[config.mk]
export PLATFORM = sky130hd
export DESIGN_NAME = dbac_attr_ctrl
export DESIGN_NICKNAME = d
export VERILOG_FILES = /design/src/dbac_pkg.sv /design/src/dbac_attr_ctrl.sv
export VERILOG_INCLUDE_DIRS = /design/src
export SDC_FILE = /design/constraint.sdc
export NUM_CORES = 1
export LEC_CHECK = 0
export ABC_AREA = 0
export BUFFER_PORTS_ARGS = -buffer_cell sky130_fd_sc_hd__buf_2
export CAP_MARGIN = 20
export CORE_MARGIN = 3
export CORE_UTILIZATION = 38
export CTS_CLUSTER_DIAMETER = 30
export CTS_CLUSTER_SIZE = 14
export DETAILED_ROUTE_END_ITERATION = 8
export PLACE_DENSITY = 0.8
export SETUP_SLACK_MARGIN = 0.1
export SYNTH_ARGS = -nofsm -noshare
export SYNTH_HDL_FRONTEND = slang
export SYNTH_SLANG_ARGS = --single-unit
[constraint.sdc]
create_clock -name i_clk_sys -period 1.8 [get_ports i_clk_sys]
set_clock_uncertainty 0.1 [all_clocks]
set_input_delay 0.36 -clock i_clk_sys [delete_from_list [all_inputs] [get_ports i_clk_sys]]
set_output_delay 0.36 -clock i_clk_sys [all_outputs]
set_load 0.05 [all_outputs]
[src/dbac_defs.svh]
// constants for the debug bus attribute control block
`ifndef DBAC_DEFS_SVH
`define DBAC_DEFS_SVH
`define DBAC_OFS_CTL 12'h000
`define DBAC_B_NONSEC 30
`define DBAC_B_MSEL 29
`define DBAC_B_ALLOC 28
`define DBAC_B_PERMIT 23
`define DBAC_B_INFL 7
`define DBAC_B_TGTEN 6
`define DBAC_RST_AHB 32'h4300_0002
`define DBAC_RST_AHB5 32'h4000_0002
`define DBAC_RST_APB 32'h0000_0002
`define DBAC_SIZE_WORD 3'h2
`define DBAC_INC_PACKED 2'h2
`endif

[src/dbac_pkg.sv]
// types for the debug bus attribute control block
package dbac_pkg;
   typedef enum logic [1:0] {
      DBAC_AHB = 2'b00,
      DBAC_AHB5 = 2'b01,
      DBAC_APB23 = 2'b10,
      DBAC_APB4 = 2'b11
   } dbac_bus_t;
endpackage : dbac_pkg

[src/dbac_attr_ctrl.sv]
// control word and bus attribute logic of a debug memory access port
`include "dbac_defs.svh"
module dbac_attr_ctrl
   import dbac_pkg::*;
#(
   parameter dbac_bus_t BUS = DBAC_AHB,
   parameter bit HAS_MSEL = 1'b1,
   parameter bit HAS_ALLOC = 1'b1,
   parameter bit HAS_NONSEC = 1'b1,
   parameter bit HAS_SECDBG = 1'b1,
   parameter bit HAS_TGT_IN = 1'b1,
   parameter bit HAS_PACKED = 1'b0,
   parameter logic [3:0] OWN_ID = 4'h1,
   parameter logic [3:0] ALT_ID = 4'h2
) (
   input wire logic i_clk_sys,
   input wire logic i_rstn,
   input wire logic i_hsel,
   input wire logic [31:0] i_haddr,
   input wire logic [1:0] i_htrans,
   input wire logic i_hwrite,
   input wire logic [2:0] i_hsize,
   input wire logic [31:0] i_hwdata,
   input wire logic i_hready,
   output logic o_hreadyout,
   output logic o_hresp,
   output logic [31:0] o_hrdata,
   input wire logic i_secure_debug_permit,
   input wire logic i_target_enable_input,
   input wire logic i_dw_req,
   input wire logic i_mem_done,
   input wire logic i_abort,
   output logic o_mem_go,
   output logic o_dw_err,
   output logic o_transfer_in_flight,
   output logic [6:0] o_hprot,
   output logic [3:0] o_hmaster,
   output logic o_hnonsec,
   output logic [2:0] o_pprot,
   output logic [2:0] o_size,
   output logic [1:0] o_address_increment_mode
);

   // what the block does, variant by variant
   // one control word, reached at the first word of the register bus
   // the word sets the attributes of every transfer sent to memory
   // bits 30:24 hold protection attributes, their use depends on the bus
   // bit 23 is the secure-debug permit, read only
   // bit 7 is the in-flight flag, read only
   // bit 6 is the target-enable mirror, read only
   // bits 5:4 select the address increment mode
   // bits 2:0 select the access size
   // all other bits read zero and drop writes
   // older system bus:
   //    bit 30 stored as written, software keeps it one
   //    bit 29 picks own or second master id, if built
   //    bit 28 drives the allocate hint, if built
   //    bits 27:24 drive the low protection bits directly
   //    sizes byte, halfword and word accepted
   // newer system bus:
   //    bit 30 drives the non-secure line, if built, reset one
   //    bit 29 as above, reads zero when not built
   //    bit 28 reads zero
   //    bit 27 fans out to three protection bits
   //    protection bit 5 tied low
   // legacy peripheral bus:
   //    all protection bits read zero
   //    size fixed at word, increment reads zero
   // newer peripheral bus:
   //    bits 30:28 drive the peripheral protection lines
   //    a secure request without permit is refused
   //    size fixed at word, increment reads zero
   // transfer handshake:
   //    a request is issued or refused one cycle later
   //    issue needs an enabled target and an idle link
   //    in-flight holds until memory reports completion
   //    an abort leaves in-flight alone, software polls it
   // hazards:
   //    a write to the word lands one cycle after its address phase
   //    a read in that same cycle sees the new value
   //    attribute outputs follow the word one cycle later

   // refuse builds the logic cannot serve
   if (HAS_PACKED && (BUS == DBAC_APB23 || BUS == DBAC_APB4)) begin : g_chk
      $error("packed increment not available on APB variants");
   end

   localparam bit IS_AHB = (BUS == DBAC_AHB);
   localparam bit IS_AHB5 = (BUS == DBAC_AHB5);
   localparam bit IS_APB4 = (BUS == DBAC_APB4);
   localparam bit ANY_AHB = IS_AHB || IS_AHB5;

   // writable bits per variant; everything else reads as built
   // reserved bits
   localparam logic [31:0] WMASK =
      IS_AHB ? ({1'b0, 1'b1, HAS_MSEL, HAS_ALLOC, 4'hf, 24'h0}
                | 32'h0000_0037) :
      IS_AHB5 ? ({1'b0, HAS_NONSEC, HAS_MSEL, 1'b0, 4'hf, 24'h0}
                 | 32'h0000_0037) :
      IS_APB4 ? 32'h7000_0000 : 32'h0000_0000;
   localparam logic [31:0] RSTVAL =
      IS_AHB ? `DBAC_RST_AHB :
      IS_AHB5 ? (HAS_NONSEC ? `DBAC_RST_AHB5 : `DBAC_RST_APB) :
      `DBAC_RST_APB;

   logic [31:0] ctl_q;
   logic [31:0] ctl_d;
   logic wr_pend_q;
   logic rd_sel_q;
   logic infl_q;
   logic infl_d;

   // address phase qualification
   wire addr_ok = i_hsel && i_htrans[1] && i_hready;
   wire hit = (i_haddr[11:0] == `DBAC_OFS_CTL);
   wire wr_take = addr_ok && i_hwrite && hit;
   wire rd_take = addr_ok && !i_hwrite && hit;

   // field legality of the write data
   // byte, halfword, word sizes
   wire size_ok = ANY_AHB && (i_hwdata[2:0] <= `DBAC_SIZE_WORD);
   wire inc_ok = HAS_PACKED || (i_hwdata[5:4] != `DBAC_INC_PACKED);
   wire [31:0] fld_mask = WMASK
      & ~{26'h0, !inc_ok, !inc_ok, 1'b0, !size_ok, !size_ok, !size_ok};
   assign ctl_d = wr_pend_q ? ((ctl_q & ~fld_mask) | (i_hwdata & fld_mask))
                            : ctl_q;

   // stored fields of the control word
   wire [2:0] prot_hi = ctl_q[30:28]; // non-secure, select, allocate
   wire [3:0] prot_lo = ctl_q[27:24]; // low protection bits
   wire [2:0] size_fld = ctl_q[2:0]; // access size
   wire [1:0] inc_fld = ctl_q[5:4]; // increment mode

   // permit bit read-only, zero without secure debug
   wire permit = HAS_SECDBG && (BUS != DBAC_APB23)
                 && i_secure_debug_permit;
   // target enable mirrors input, one if absent
   wire tgt_en = HAS_TGT_IN ? i_target_enable_input : 1'b1;

   // secure request without permit is refused
   wire sec_block = IS_APB4 && !prot_hi[1] && !permit;
   wire can_go = tgt_en && !sec_block && !infl_q;
   wire go_d = i_dw_req && can_go;
   wire err_d = i_dw_req && !can_go;

   // in-flight held until completion, abort does not clear
   assign infl_d = go_d || (infl_q && !i_mem_done);

   // read image, using any write landing this cycle
   // increment reads zero on APB
   wire [31:0] rd_img = {1'b0, ctl_d[30:24], permit, 15'h0, infl_q, tgt_en,
                         ctl_d[5:4], 1'b0,
                         ANY_AHB ? ctl_d[2:0] : `DBAC_SIZE_WORD};

   wire [6:0] hprot_ahb = {2'h0, ctl_q[`DBAC_B_ALLOC], prot_lo};

   // per-bit fan-out of the newer system bus protection
   // bit 27 to 6, 4, 3; bit 5 low
   logic [6:0] hprot_ahb5;
   for (genvar b = 0; b < 7; b++) begin : g_hprot5
      if (b == 5) begin : g_low
         assign hprot_ahb5[b] = 1'b0;
      end else if (b == 6 || b == 4 || b == 3) begin : g_fan
         assign hprot_ahb5[b] = prot_lo[3];
      end else begin : g_direct
         assign hprot_ahb5[b] = prot_lo[b];
      end
   end

   wire [6:0] hprot_d = IS_AHB ? hprot_ahb :
                        IS_AHB5 ? hprot_ahb5 : 7'h00;
   wire [3:0] hmaster_d = (HAS_MSEL && !ctl_q[`DBAC_B_MSEL]) ? ALT_ID
                                                             : OWN_ID;
   // bit 30 kept as written; zero is the software's fault
   wire nonsec_d = IS_AHB5 && ctl_q[`DBAC_B_NONSEC];
   wire [2:0] pprot_d = IS_APB4 ? prot_hi : 3'h0;
   // size fixed at word on peripheral buses
   wire [2:0] size_d = ANY_AHB ? size_fld : `DBAC_SIZE_WORD;
   // read data only in the data phase of a hit
   wire [31:0] hrdata_d = rd_take ? rd_img : 32'h0;

   // control word register
   always_ff @(posedge i_clk_sys) begin
      if (!i_rstn) begin
         ctl_q <= RSTVAL;
      end else begin
         ctl_q <= ctl_d;
      end
   end

   // write data phase pending
   always_ff @(posedge i_clk_sys) begin
      if (!i_rstn) begin
         wr_pend_q <= 1'b0;
      end else begin
         wr_pend_q <= wr_take;
      end
   end

   // read data phase pending
   always_ff @(posedge i_clk_sys) begin
      if (!i_rstn) begin
         rd_sel_q <= 1'b0;
      end else begin
         rd_sel_q <= rd_take;
      end
   end

   // in-flight state, set wins over completion
   always_ff @(posedge i_clk_sys) begin
      if (!i_rstn) begin
         infl_q <= 1'b0;
      end else begin
         infl_q <= infl_d;
      end
   end

   // bus answer: zero wait
   always_ff @(posedge i_clk_sys) begin
      if (!i_rstn) begin
         o_hreadyout <= 1'b1;
      end else begin
         o_hreadyout <= 1'b1;
      end
   end

   // bus answer: always okay
   always_ff @(posedge i_clk_sys) begin
      if (!i_rstn) begin
         o_hresp <= 1'b0;
      end else begin
         o_hresp <= 1'b0;
      end
   end

   // read data register
   always_ff @(posedge i_clk_sys) begin
      if (!i_rstn) begin
         o_hrdata <= 32'h0;
      end else begin
         o_hrdata <= hrdata_d;
      end
   end

   always_ff @(posedge i_clk_sys) begin
      if (!i_rstn) begin
         o_mem_go <= 1'b0;
      end else begin
         o_mem_go <= go_d;
      end
   end

   always_ff @(posedge i_clk_sys) begin
      if (!i_rstn) begin
         o_dw_err <= 1'b0;
      end else begin
         o_dw_err <= err_d;
      end
   end

   always_ff @(posedge i_clk_sys) begin
      if (!i_rstn) begin
         o_transfer_in_flight <= 1'b0;
      end else begin
         o_transfer_in_flight <= infl_d;
      end
   end

   // protection attributes of the system bus
   always_ff @(posedge i_clk_sys) begin
      if (!i_rstn) begin
         o_hprot <= 7'h00;
      end else begin
         o_hprot <= hprot_d;
      end
   end

   // master identity
   always_ff @(posedge i_clk_sys) begin
      if (!i_rstn) begin
         o_hmaster <= 4'h0;
      end else begin
         o_hmaster <= hmaster_d;
      end
   end

   always_ff @(posedge i_clk_sys) begin
      if (!i_rstn) begin
         o_hnonsec <= 1'b0;
      end else begin
         o_hnonsec <= nonsec_d;
      end
   end

   // peripheral protection lines
   always_ff @(posedge i_clk_sys) begin
      if (!i_rstn) begin
         o_pprot <= 3'h0;
      end else begin
         o_pprot <= pprot_d;
      end
   end

   // access size
   always_ff @(posedge i_clk_sys) begin
      if (!i_rstn) begin
         o_size <= `DBAC_SIZE_WORD;
      end else begin
         o_size <= size_d;
      end
   end

   // increment mode, zero on peripheral buses by mask
   always_ff @(posedge i_clk_sys) begin
      if (!i_rstn) begin
         o_address_increment_mode <= 2'h0;
      end else begin
         o_address_increment_mode <= inc_fld;
      end
   end

   // abort is accepted but leaves the in-flight state to the bus
   wire unused_ok = &{1'b0, i_abort, i_hsize, i_haddr[31:12], rd_sel_q};

endmodule : dbac_attr_ctrl

==> Implementation_results.wiki, run 1 <==
{| class="wikitable"
! Metric !! Value
|-
| Max clock buf depth || 2
|-
| I/O pin count || roughly 140
|-
| Placer's final routability congestion estimate || between 0.7 and 0.8
|-
| Flip-flop cell with the highest count after synthesis || dfxtp_1
|-
| Routed length per placed instance || approximately 12 um
|-
| P&R area growth vs syn || 21.2%
|-
| First drt pass iteration count || 2
|-
| Post-Synthesis Cells || about 150
|-
| VDD IR-drop max || 0.000240 V
|-
| Number of buffers and inverters on the critical path || 1
|-
| Longest individual stage delay on the worst path || roughly 0.36 ns
|-
| Wire length of the first global-routing pass || around 4.7 mm
|-
| Routed vias || 1158
|-
| Maximum achievable frequency || 722 MHz
|-
| Sw Ratio || 0.273
|-
| Setup Buffers After CTS || 0
|-
| Vertical die dimension || about 72 um
|-
| Count of endpoints failing hold in the final timing report || 0
|-
| Static leakage power || slightly above 0.9 nW
|-
| Worst Path Max Fanout || 4
|-
| Seq pwr share || 0.553
|-
| Max Cap Viol || 0
|-
| Number of rows in the core area || 23
|-
| Width of the die || approximately 72 um
|-
| Total power density per cell area || slightly below 900 mW/mm^2
|-
| Starting density of the core || 0.400
|-
| Root buffer cell || clkbuf_8
|-
| Tot GR Track Use || 0.123
|-
| Number of buffers inserted by hold repair at cts || 0
|-
| Cell area after technology mapping || 0.00164 sq mm
|-
| Ys Warns || 0
|-
| Via count of the first global-routing pass || ~1000
|-
| Share of power burned in the clock network || 0.313
|-
| Sequential share of the synthesized area || 0.526
|-
| Class of the most critical setup path || flip-flop to output port
|-
| Endpoint required time on the critical path || around 1.3 ns
|-
| Global-route congestion overflow total || 0
|-
| Number of routed nets with antenna violations || 0
|-
| CTS buffer count || 5
|-
| Delay-heaviest family, CP || flip-flops
|-
| Post-synth EDFFs || 0
|-
| Die ar. || about 0.0051 sq mm
|-
| Final Util || 0.485
|-
| Clock latency of the later-clocked register in the worst-skew pair || a little under 0.3 ns
|-
| Detailed Place HPWL || ~2.4 mm
|-
| Period minus WS final || around 1.4 ns
|-
| Unrepaired setup endpoints after global routing || false
|-
| Final WL || around 3.1 mm
|-
| Level count of the clock H-tree || 2
|-
| Power consumption || about 1.7 mW
|-
| Final setup violation count || 0
|-
| Pin count of the biggest net entering global routing || 26
|-
| Syn_area_per_cell || approximately 11 sq um
|-
| Initial antenna violation count || 0
|-
| Post-detailed-route DRC marker count || 0
|-
| Setup TNS || 0 ns
|-
| Count of nets after finishing || between 200 and 300
|-
| Seq cells post-synth || 43
|-
| Drt via density || about 4.3
|-
| Max-slew violation total from the final report || 0
|-
| PostCTS Resize Cnt || 0
|-
| Total number of clock tree sinks || 43
|-
| Clock tree from TritonCTS || built
|-
| Internal power || 1.26 mW
|-
| Crit path capture type || output port
|-
| Startpoint kind of the worst setup timing path || flip-flop
|-
| Status || complete, no violations
|-
| Number of diodes added for antenna fixing || 0
|-
| Net switching component of the power || 474 uW
|-
| Fraction of layout cells with a size suffix above 1 || 0.373
|-
| Core area || around 0.0041 sq mm
|-
| Count of input and output buffers || 63
|-
| Fraction of registers with async set or reset after synthesis || 0
|-
| Final clock period utilization by the worst path || 0.770
|-
| Signal arrival time at the worst endpoint || 0.93 ns
|-
| Initial DRC count || 37
|-
| Part of the total power dissipated in combinational logic || 0.134
|-
| Cells along the critical path || buf_2
|-
| Number of library cell types mapped by synthesis || 31
|-
| HP Class || input port to flip-flop
|-
| Worst-path clk slew || around 0.070 ns
|-
| Cell type of the slowest stage on the worst timing path || dfxtp_1
|}
==> registers in the layout, indices dropped and copies added (netlist names) <==
signal / cells
ctl_q: 12
o_transfer_in_flight: 1
o_hprot: 5
o_address_increment_mode: 2
o_hmaster: 2
o_hrdata: 15
o_mem_go: 1
o_dw_err: 1
wr_pend_q: 1
o_size: 3
==> cells in the mapped netlist, drive strengths merged (2+ instances only) <==
library cell  number  area [sq um]
and2              11          68.8
nor3b              6          55.1
o21ai              3          15.0
nor2               3          11.3
inv                5          18.8
conb               2          7.51
mux2i              7          70.1
nor4b              2          38.8
nand2              6          22.5
nor3               9          45.0
a21oi              2          10.0
buf               29           213
dfxtp             43           861
nor2b              6          37.5
nand2b             2          12.5
clkbuf             2          7.51
nor4               4          46.3
==> power groups by stage <==
stage          sequential (mW)  combinational, mW  clock [mW]
6_report                 0.960              0.233       0.542
5_1_grt                  0.960              0.244       0.600
3_5_place_dp             0.982              0.232           0
4_1_cts                  0.960              0.232       0.564
3_3_place_gp             0.982              0.231           0
2_1_floorplan             1.01              0.195           0
==> through the flow <==
step           setup slack, ns  cell area [sq um]  hold WS [ns]  instances
5_1_grt                  0.374               1980         0.168        267
2_1_floorplan            0.438               1730         0.305        176
3_3_place_gp             0.241               1910         0.321        261
4_1_cts                  0.401               1980         0.157        267
6_report                 0.414               1980         0.167        267
3_5_place_dp             0.185               1910         0.334        261
==> cells by family after synthesis <==
group | share of synthesized area
AO/OA/AOI/OAI | 0.0390
buffers and inverters | 0.146
flip-flops | 0.526
multiplexers | 0.0428
other | 0.00459
AND/OR/NAND/NOR | 0.242
==> layout by cell type (no fill, tap or decap), types with 4 or more instances in the layout <==
cell type  synthesis  layout
and2_1            11      11
clkbuf_8           0       5
nor3b_1            4       4
inv_1              5       5
mux2i_1            7       7
conb_1             2      27
nand2_1            6       6
nor3_1             9       9
buf_2              2      63
dfxtp_1           43      43
nor2b_1            6       6
==> path summary, 6_finish.rpt <==
check / start / endpoint / slack (ns) / cells past startpoint
setup reg to reg: wr_pend_q$_SDFF_PN0_ / o_hrdata[5]$_SDFF_PN0_ / 0.56 / 3
hold reg to reg: ctl_q[29]$_SDFF_PN0_ / o_hmaster[1]$_SDFF_PN0_ / 0.34 / 1
hold / removal: i_target_enable_input / o_dw_err$_SDFF_PN0_ / 0.17 / 2
setup / recovery: o_transfer_in_flight$_SDFF_PN0_ / o_transfer_in_flight / 0.41 / 1
==> metal layers <==
metal / vias to the layer above / GRT usage / share of wire
met5: - / 0 / 0
met4: 0 / 0.0626 / 0.022
met3: 5 / 0.0533 / 0.13
met2: 68 / 0.202 / 0.47
met1: 511 / 0.133 / 0.38
li1: 574 / - / -
==> final cells by class <==
type / instances / area [sq um]
multi-input combinational: 97 / 631
fill: 412 / 2100
clock buffer: 6 / 72.6
tap: 50 / 62.6
sequential: 43 / 861
inverter: 5 / 18.8
timing repair buffer: 66 / 338
No activity file was read; power rests on OpenSTA's default activity.
==> run 2: changes to the inputs <==
--- a/config.mk
+++ b/config.mk
@@ -6,15 +6,15 @@
 export SDC_FILE = /design/constraint.sdc
 export NUM_CORES = 1
 export LEC_CHECK = 0
-export ABC_AREA = 0
+export ABC_AREA = 1
 export BUFFER_PORTS_ARGS = -buffer_cell sky130_fd_sc_hd__buf_2
 export CAP_MARGIN = 20
 export CORE_MARGIN = 3
-export CORE_UTILIZATION = 38
+export CORE_UTILIZATION = 34
 export CTS_CLUSTER_DIAMETER = 30
 export CTS_CLUSTER_SIZE = 14
 export DETAILED_ROUTE_END_ITERATION = 8
-export PLACE_DENSITY = 0.8
+export PLACE_DENSITY = 0.77
 export SETUP_SLACK_MARGIN = 0.1
 export SYNTH_ARGS = -nofsm -noshare
 export SYNTH_HDL_FRONTEND = slang
==> constraint.sdc (replaced) <==
create_clock -name i_clk_sys -period 1.17 [get_ports i_clk_sys]
set_clock_uncertainty 0.1 [all_clocks]
set_input_delay 0.234 -clock i_clk_sys [delete_from_list [all_inputs] [get_ports i_clk_sys]]
set_output_delay 0.234 -clock i_clk_sys [all_outputs]
set_load 0.05 [all_outputs]
==> Implementation_results.wiki, run 2 <==
{| class="wikitable"
! Metric !! Value
|-
| Root buffer cell || clkbuf_8
|-
| Startpoint kind of the worst setup timing path || flip-flop
|-
| Routed vias || between 1000 and 1500
|-
| Count of endpoints failing hold in the final timing report || 0
|-
| Endpoint required time on the critical path || around 0.84 ns
|-
| Longest individual stage delay on the worst path || around 0.36 ns
|-
| Cells along the critical path || buf_8
|-
| Max-slew violation total from the final report || 0
|-
| Number of library cell types mapped by synthesis || 18
|-
| Class of the most critical setup path || flip-flop to output port
|-
| Drt via density || ~4.4
|-
| Total power density per cell area || 1220 mW/mm^2
|-
| Clock latency of the later-clocked register in the worst-skew pair || about 0.3 ns
|-
| Largest area contributor in the netlist || dfxtp_1
|-
| Unrepaired setup endpoints after global routing || true
|-
| Worst-path clk slew || roughly 0.090 ns
|-
| Number of buffers inserted by hold repair at cts || 0
|-
| Maximum achievable frequency || a little under 900 MHz
|-
| Worst-case hold path end point || o_dw_err$_SDFF_PN0_
|-
| Seq cells post-synth || 43
|-
| Initial DRC count || approximately 80
|-
| Post-Synthesis Cells || ~180
|-
| Period minus WS final || between 1 and 1.5 ns
|-
| HP Class || input port to flip-flop
|-
| Power consumption || between 3 and 4 mW
|-
| Worst Path Max Fanout || 1
|-
| Placer's final routability congestion estimate || 0.770
|-
| Clock tree from TritonCTS || built
|-
| Via count of the first global-routing pass || around 1000
|-
| Cell type of the slowest stage on the worst timing path || dfxtp_2
|-
| CTS buffer count || 5
|-
| R2R setup slack || roughly 0.06 ns
|-
| Signal arrival time at the worst endpoint || roughly 0.81 ns
|-
| Routed length per placed instance || 14.9 um
|-
| Max clock buf depth || 2
|-
| Final WL || 4.43 mm
|-
| Status || complete, no violations
|-
| Width of the die || ~74 um
|-
| Post-synth top cells || dfxtp_1 (43), buf_4 (28), nand2_1 (28), nor2_1 (26), inv_1 (18)
|-
| Commonest non-fill, non-tap cells in the layout || buf_2 (33), dfxtp_2 (29), conb_1 (27)
|-
| Cell area after technology mapping || about 0.0016 sq mm
|-
| P&R area growth vs syn || 54.9%
|-
| Tot GR Track Use || 0.118
|-
| R2R Path End || ctl_q[29]$_SDFF_PN0_
|-
| Number of diodes added for antenna fixing || 0
|-
| Pin count of the biggest net entering global routing || 16
|-
| Fraction of registers with async set or reset after synthesis || 0
|-
| Number of buffers and inverters on the critical path || 1
|-
| Final setup violation count || 0
|-
| Die ar. || approximately 0.0055 sq mm
|-
| Vertical die dimension || 74.5 um
|-
| Number of rows in the core area || 24
|-
| Wire length of the first global-routing pass || around 4.8 mm
|-
| Flip-flop cell with the highest count after synthesis || dfxtp_1
|-
| Cell depth of the worst flop-to-flop path || 3
|-
| Fraction of layout cells with a size suffix above 1 || 0.549
|-
| Registers with the most flip-flops || o_hrdata x15, ctl_q x12, o_hprot x5
|-
| I/O pin count || 136
|-
| Number of routed nets with antenna violations || 0
|-
| Worst Min Path Start || i_dw_req
|-
| Count of input and output buffers || 63
|-
| Crit Reg-Reg Startpoint || wr_pend_q$_SDFF_PN0_
|-
| Level count of the clock H-tree || 2
|-
| Core area || around 0.0044 sq mm
|-
| Placed instance area || between 0.0015 and 0.002 sq mm
|-
| Final clock period utilization by the worst path || 0.976
|-
| Delay-heaviest family, CP || flip-flops
|-
| Area fraction of the dominant cell type after synthesis || 0.540
|-
| Finished Cell Area || 0.00247 sq mm
|-
| Post-synth EDFFs || 0
|-
| First drt pass iteration count || 4
|-
| Post-detailed-route DRC marker count || 0
|-
| Most repeated cell in the gate-level netlist after synthesis || dfxtp_1
|-
| Most frequent standard cell in the layout excluding fill and tap cells || buf_2
|-
| Ys Warns || 0
|-
| Crit path capture type || output port
|-
| Number of flip-flops in the largest register || 15
|-
| Hold slack final || around 0.064 ns
|-
| Hold Path Depth || 3
|-
| Detailed Place HPWL || ~2.2 mm
|-
| Total number of clock tree sinks || 43
|-
| Static leakage power || approximately 1.2 nW
|-
| Global-route congestion overflow total || 0
|-
| Syn_area_per_cell || roughly 9 sq um
|-
| Initial antenna violation count || 0
|-
| VDD IR-drop max || just under 0.0008 V
|-
| Register ranked first by flip-flop count || o_hrdata
|-
| Max Cap Viol || 0
|-
| Count of nets after finishing || approximately 320
|-
| Sequential share of the synthesized area || 0.540
|-
| Dominant cells by area after synthesis || dfxtp_1 (54%), buf_4 (13%), nand2_1 (6.6%), nor2_1 (6.1%), mux2i_1 (4.4%)
|-
| Starting density of the core || 0.359
|}
-- run 2: layout make-up --
cell class / instances / area (sq um)
multi-input cells: 109 / 636
clock buffers: 5 / 68.8
inverters: 18 / 70.1
fillers: 352 / 1980
clock inverters: 3 / 43.8
flip-flops and latches: 43 / 905
well taps: 52 / 65.1
repair buffers: 68 / 681
-- run 2: logic make-up after synthesis --
| logic type | Yosys count | synth area share |
|---|---|---|
| flops | 43 | 0.540 |
| buf+inv | 50 | 0.193 |
| compound gates | 5 | 0.0157 |
| mux | 7 | 0.0440 |
| other cells | 2 | 0.00471 |
| simple gates | 70 | 0.203 |
-- run 2: where the power goes --
part,switching [mW],internal [mW]
sequential,0.00850,1.47
clock,0.524,0.636
combinational,0.299,0.0853
total,0.832,2.19
-- run 2: metal layers --
layer	up-vias	track usage	wire, um
met5	-	0	0
met4	0	0.0534	127
met3	14	0.0419	408
met2	90	0.217	2380
met1	586	0.118	1510
li1	609	-	-
-- run 2: timing repair --
item	in CTS	in global routing
gates resized for setup	103	41
pin swaps	0	6
buffers inserted	0	0
setup endpoints to repair	50	49
hold endpoints to repair	0	0
gates cloned	0	1
-- run 2: worst max-delay path by stage --
| stage | from | end | slack [ns] | cells past startpoint |
|---|---|---|---|---|
| finish | o_hprot[2]$_SDFF_PN0_ | o_hprot[2] | 0.03 | 1 |
| global placement | i_haddr[11] | o_hrdata[2]$_SDFF_PN0_ | -0.003 | 7 |
| global route | o_hprot[2]$_SDFF_PN0_ | o_hprot[2] | 0.003 | 1 |
| floorplan | wr_pend_q$_SDFF_PN0_ | o_hrdata[0]$_SDFF_PN0_ | 0.08 | 4 |
| detailed placement | i_haddr[9] | o_hrdata[2]$_SDFF_PN0_ | -0.05 | 7 |
| CTS | o_transfer_in_flight$_SDFF_PN0_ | o_transfer_in_flight | 0.03 | 1 |
-- run 2: per-stage QoR --
step                      std cells  worst slack [ns]   util  setup TNS (ns)
after floorplan                 202            0.0808      -               0
after global placement          289          -0.00281  0.425        -0.00281
after detailed placement        289           -0.0514  0.425          -0.280
after CTS                       297            0.0307  0.510               0
after global routing            298           0.00326  0.555               0
final                           298            0.0286  0.555               0
-- run 2: worst min-delay path, stage by stage --
cell and delay, ns:
buf_2 0.10, nand2_1 0.05, nor2_1 0.04
==> run 3: changes to the inputs <==
--- a/config.mk
+++ b/config.mk
@@ -6,15 +6,14 @@
 export SDC_FILE = /design/constraint.sdc
 export NUM_CORES = 1
 export LEC_CHECK = 0
-export ABC_AREA = 1
 export BUFFER_PORTS_ARGS = -buffer_cell sky130_fd_sc_hd__buf_2
 export CAP_MARGIN = 20
 export CORE_MARGIN = 3
-export CORE_UTILIZATION = 34
+export CORE_UTILIZATION = 38
 export CTS_CLUSTER_DIAMETER = 30
 export CTS_CLUSTER_SIZE = 14
 export DETAILED_ROUTE_END_ITERATION = 8
-export PLACE_DENSITY = 0.77
+export PLACE_DENSITY = 0.8
 export SETUP_SLACK_MARGIN = 0.1
 export SYNTH_ARGS = -nofsm -noshare
 export SYNTH_HDL_FRONTEND = slang
==> constraint.sdc (replaced) <==
create_clock -name i_clk_sys -period 1.2 [get_ports i_clk_sys]
set_clock_uncertainty 0.1 [all_clocks]
set_input_delay 0.24 -clock i_clk_sys [delete_from_list [all_inputs] [get_ports i_clk_sys]]
set_output_delay 0.24 -clock i_clk_sys [all_outputs]
set_load 0.05 [all_outputs]
==> Implementation_results.wiki, run 3 (synthesis gave the netlist of run 1 again) <==
{| class="wikitable"
! Metric !! Value
|-
| VDD IR-drop max || approximately 0.00052 V
|-
| Clock tree from TritonCTS || built
|-
| Width of the die || between 70 and 80 um
|-
| Detailed Place HPWL || 2.42 mm
|-
| Final clock period utilization by the worst path || 0.948
|-
| Number of buffers and inverters on the critical path || 2
|-
| Hold slack final || roughly 0.040 ns
|-
| Final WL || ~3.6 mm
|-
| Most frequent standard cell in the layout excluding fill and tap cells || dfxtp_2
|-
| I/O pin count || between 100 and 150
|-
| Finished Cell Area || 0.00256 sq mm
|-
| Fraction of layout cells with a size suffix above 1 || 0.604
|-
| Max Cap Viol || 0
|-
| Initial DRC count || 50
|-
| Count of nets after finishing || 308
|-
| Registers with the most flip-flops || o_hrdata x15, ctl_q x12, o_hprot x5
|-
| Crit path capture type || flip-flop
|-
| Tot GR Track Use || 0.133
|-
| Longest individual stage delay on the worst path || between 0.3 and 0.4 ns
|-
| Worst setup slack after layout || slightly above 0.06 ns
|-
| Root buffer cell || clkbuf_8
|-
| Placer's final routability congestion estimate || between 0.7 and 0.8
|-
| Instance count after placement with tap cells included || between 200 and 300
|-
| Vertical die dimension || approximately 72 um
|-
| Crit path top cell by count || buf_6
|-
| Number of buffers inserted by hold repair at cts || 0
|-
| Worst-path clk slew || roughly 0.080 ns
|-
| Static leakage power || around 1.1 nW
|-
| Number of diodes added for antenna fixing || 0
|-
| HP Class || input port to flip-flop
|-
| Total power density per cell area || 1160 mW/mm^2
|-
| P&R area growth vs syn || 56.7%
|-
| Unrepaired setup endpoints after global routing || true
|-
| Placed instance area || between 0.0015 and 0.002 sq mm
|-
| Signal arrival time at the worst endpoint || about 1.2 ns
|-
| Register ranked first by flip-flop count || o_hrdata
|-
| Status || complete, no violations
|-
| Via count of the first global-routing pass || 1223
|-
| Cell type of the slowest stage on the worst timing path || dfxtp_4
|-
| Routed length per placed instance || roughly 13 um
|-
| Commonest non-fill, non-tap cells in the layout || dfxtp_2 (30), conb_1 (27), buf_2 (27), buf_6 (23), buf_8 (17)
|-
| Number of rows in the core area || 23
|-
| Period minus WS final || 1.14 ns
|-
| Class of the most critical setup path || flip-flop to flip-flop
|-
| Die ar. || 0.00513 sq mm
|-
| Total number of clock tree sinks || 43
|-
| Cells along the critical path || buf_6 > buf_6 > mux2i_2 > nor3_2
|-
| Level count of the clock H-tree || 2
|-
| Delay-heaviest family, CP || flip-flops
|-
| Number of routed nets with antenna violations || 0
|-
| Global-route congestion overflow total || 0
|-
| Max-slew violation total from the final report || 0
|-
| Pin count of the biggest net entering global routing || 26
|-
| Wire length of the first global-routing pass || 5.25 mm
|-
| Final Instance Count excl. Fillers || 280
|-
| Endpoint required time on the critical path || about 1.3 ns
|-
| Count of input and output buffers || 63
|-
| CTS buffer count || 5
|-
| Max clock buf depth || 2
|-
| Routed vias || about 1200
|-
| Worst slack at placement || -0.236 ns
|-
| First drt pass iteration count || 4
|-
| Starting density of the core || 0.400
|-
| Number of flip-flops in the largest register || 15
|-
| Clock latency of the later-clocked register in the worst-skew pair || 0.29 ns
|-
| Startpoint kind of the worst setup timing path || flip-flop
|-
| Worst Path Max Fanout || 6
|-
| Final setup violation count || 0
|-
| Post-detailed-route DRC marker count || 0
|-
| Count of endpoints failing hold in the final timing report || 0
|-
| Core area || 0.00409 sq mm
|-
| Maximum achievable frequency || 879 MHz
|-
| Initial antenna violation count || 0
|-
| Drt via density || roughly 4.4
|-
| Setup TNS || 0 ns
|}
==> run 3: power breakdown <==
part	switching, mW	internal (mW)	total (mW)
Sequential	0.00629	1.44	1.44
Combinational	0.298	0.111	0.409
Clock	0.452	0.673	1.12
Total	0.756	2.22	2.97
==> run 3: repair_timing <==
| item | CTS | global route |
|---|---|---|
| cloned | 0 | 1 |
| pin swaps | 5 | 6 |
| gates resized for setup | 103 | 30 |
| endpoints found under the setup margin | 53 | 52 |
| setup buffers | 2 | 4 |
==> run 3: layer usage <==
metal / routed length, um / vias up / GRT usage
met1: 1310 / 564 / 0.137
li1: - / 602 / -
met3: 355 / 7 / 0.0351
met5: 0 / - / 0
met2: 1850 / 71 / 0.246
met4: 67 / 0 / 0.0647
==> run 3: worst reg2reg max path, stage by stage, from the launching register on <==
cell     delay (ns)
dfxtp_4        0.38
buf_6          0.11
buf_6          0.11
mux2i_2        0.25
nor3_2         0.07
==> run 3: area by class of cell <==
cell class	count	area, sq um
clock buffer	6	82.6
clock inverter	2	35.0
fill	309	1520
inverter	5	18.8
multi-input combinational	98	734
sequential	43	902
tap	50	62.6
timing repair buffer	76	729
==> run 3: metrics by stage <==
| step | utilization | power (mW) |
|---|---|---|
| floorplan | - | 1.81 |
| global placement | 0.478 | 1.83 |
| detailed placement | 0.478 | 1.83 |
| CTS | 0.582 | 2.99 |
| global route | 0.628 | 3.08 |
| finish | 0.628 | 2.97 |
==> run 3: path summary, 6_finish.rpt <==
path                                             from                       to  slack (ns)  cells past startpoint
worst max-delay path             wr_pend_q$_SDFF_PN0_  o_hrdata[26]$_SDFF_PN0_        0.06                      4
worst min-delay path            i_target_enable_input      o_dw_err$_SDFF_PN0_        0.04                      2
worst max register to register   wr_pend_q$_SDFF_PN0_  o_hrdata[26]$_SDFF_PN0_        0.06                      4
worst min register to register   ctl_q[29]$_SDFF_PN0_  o_hmaster[1]$_SDFF_PN0_        0.33                      1
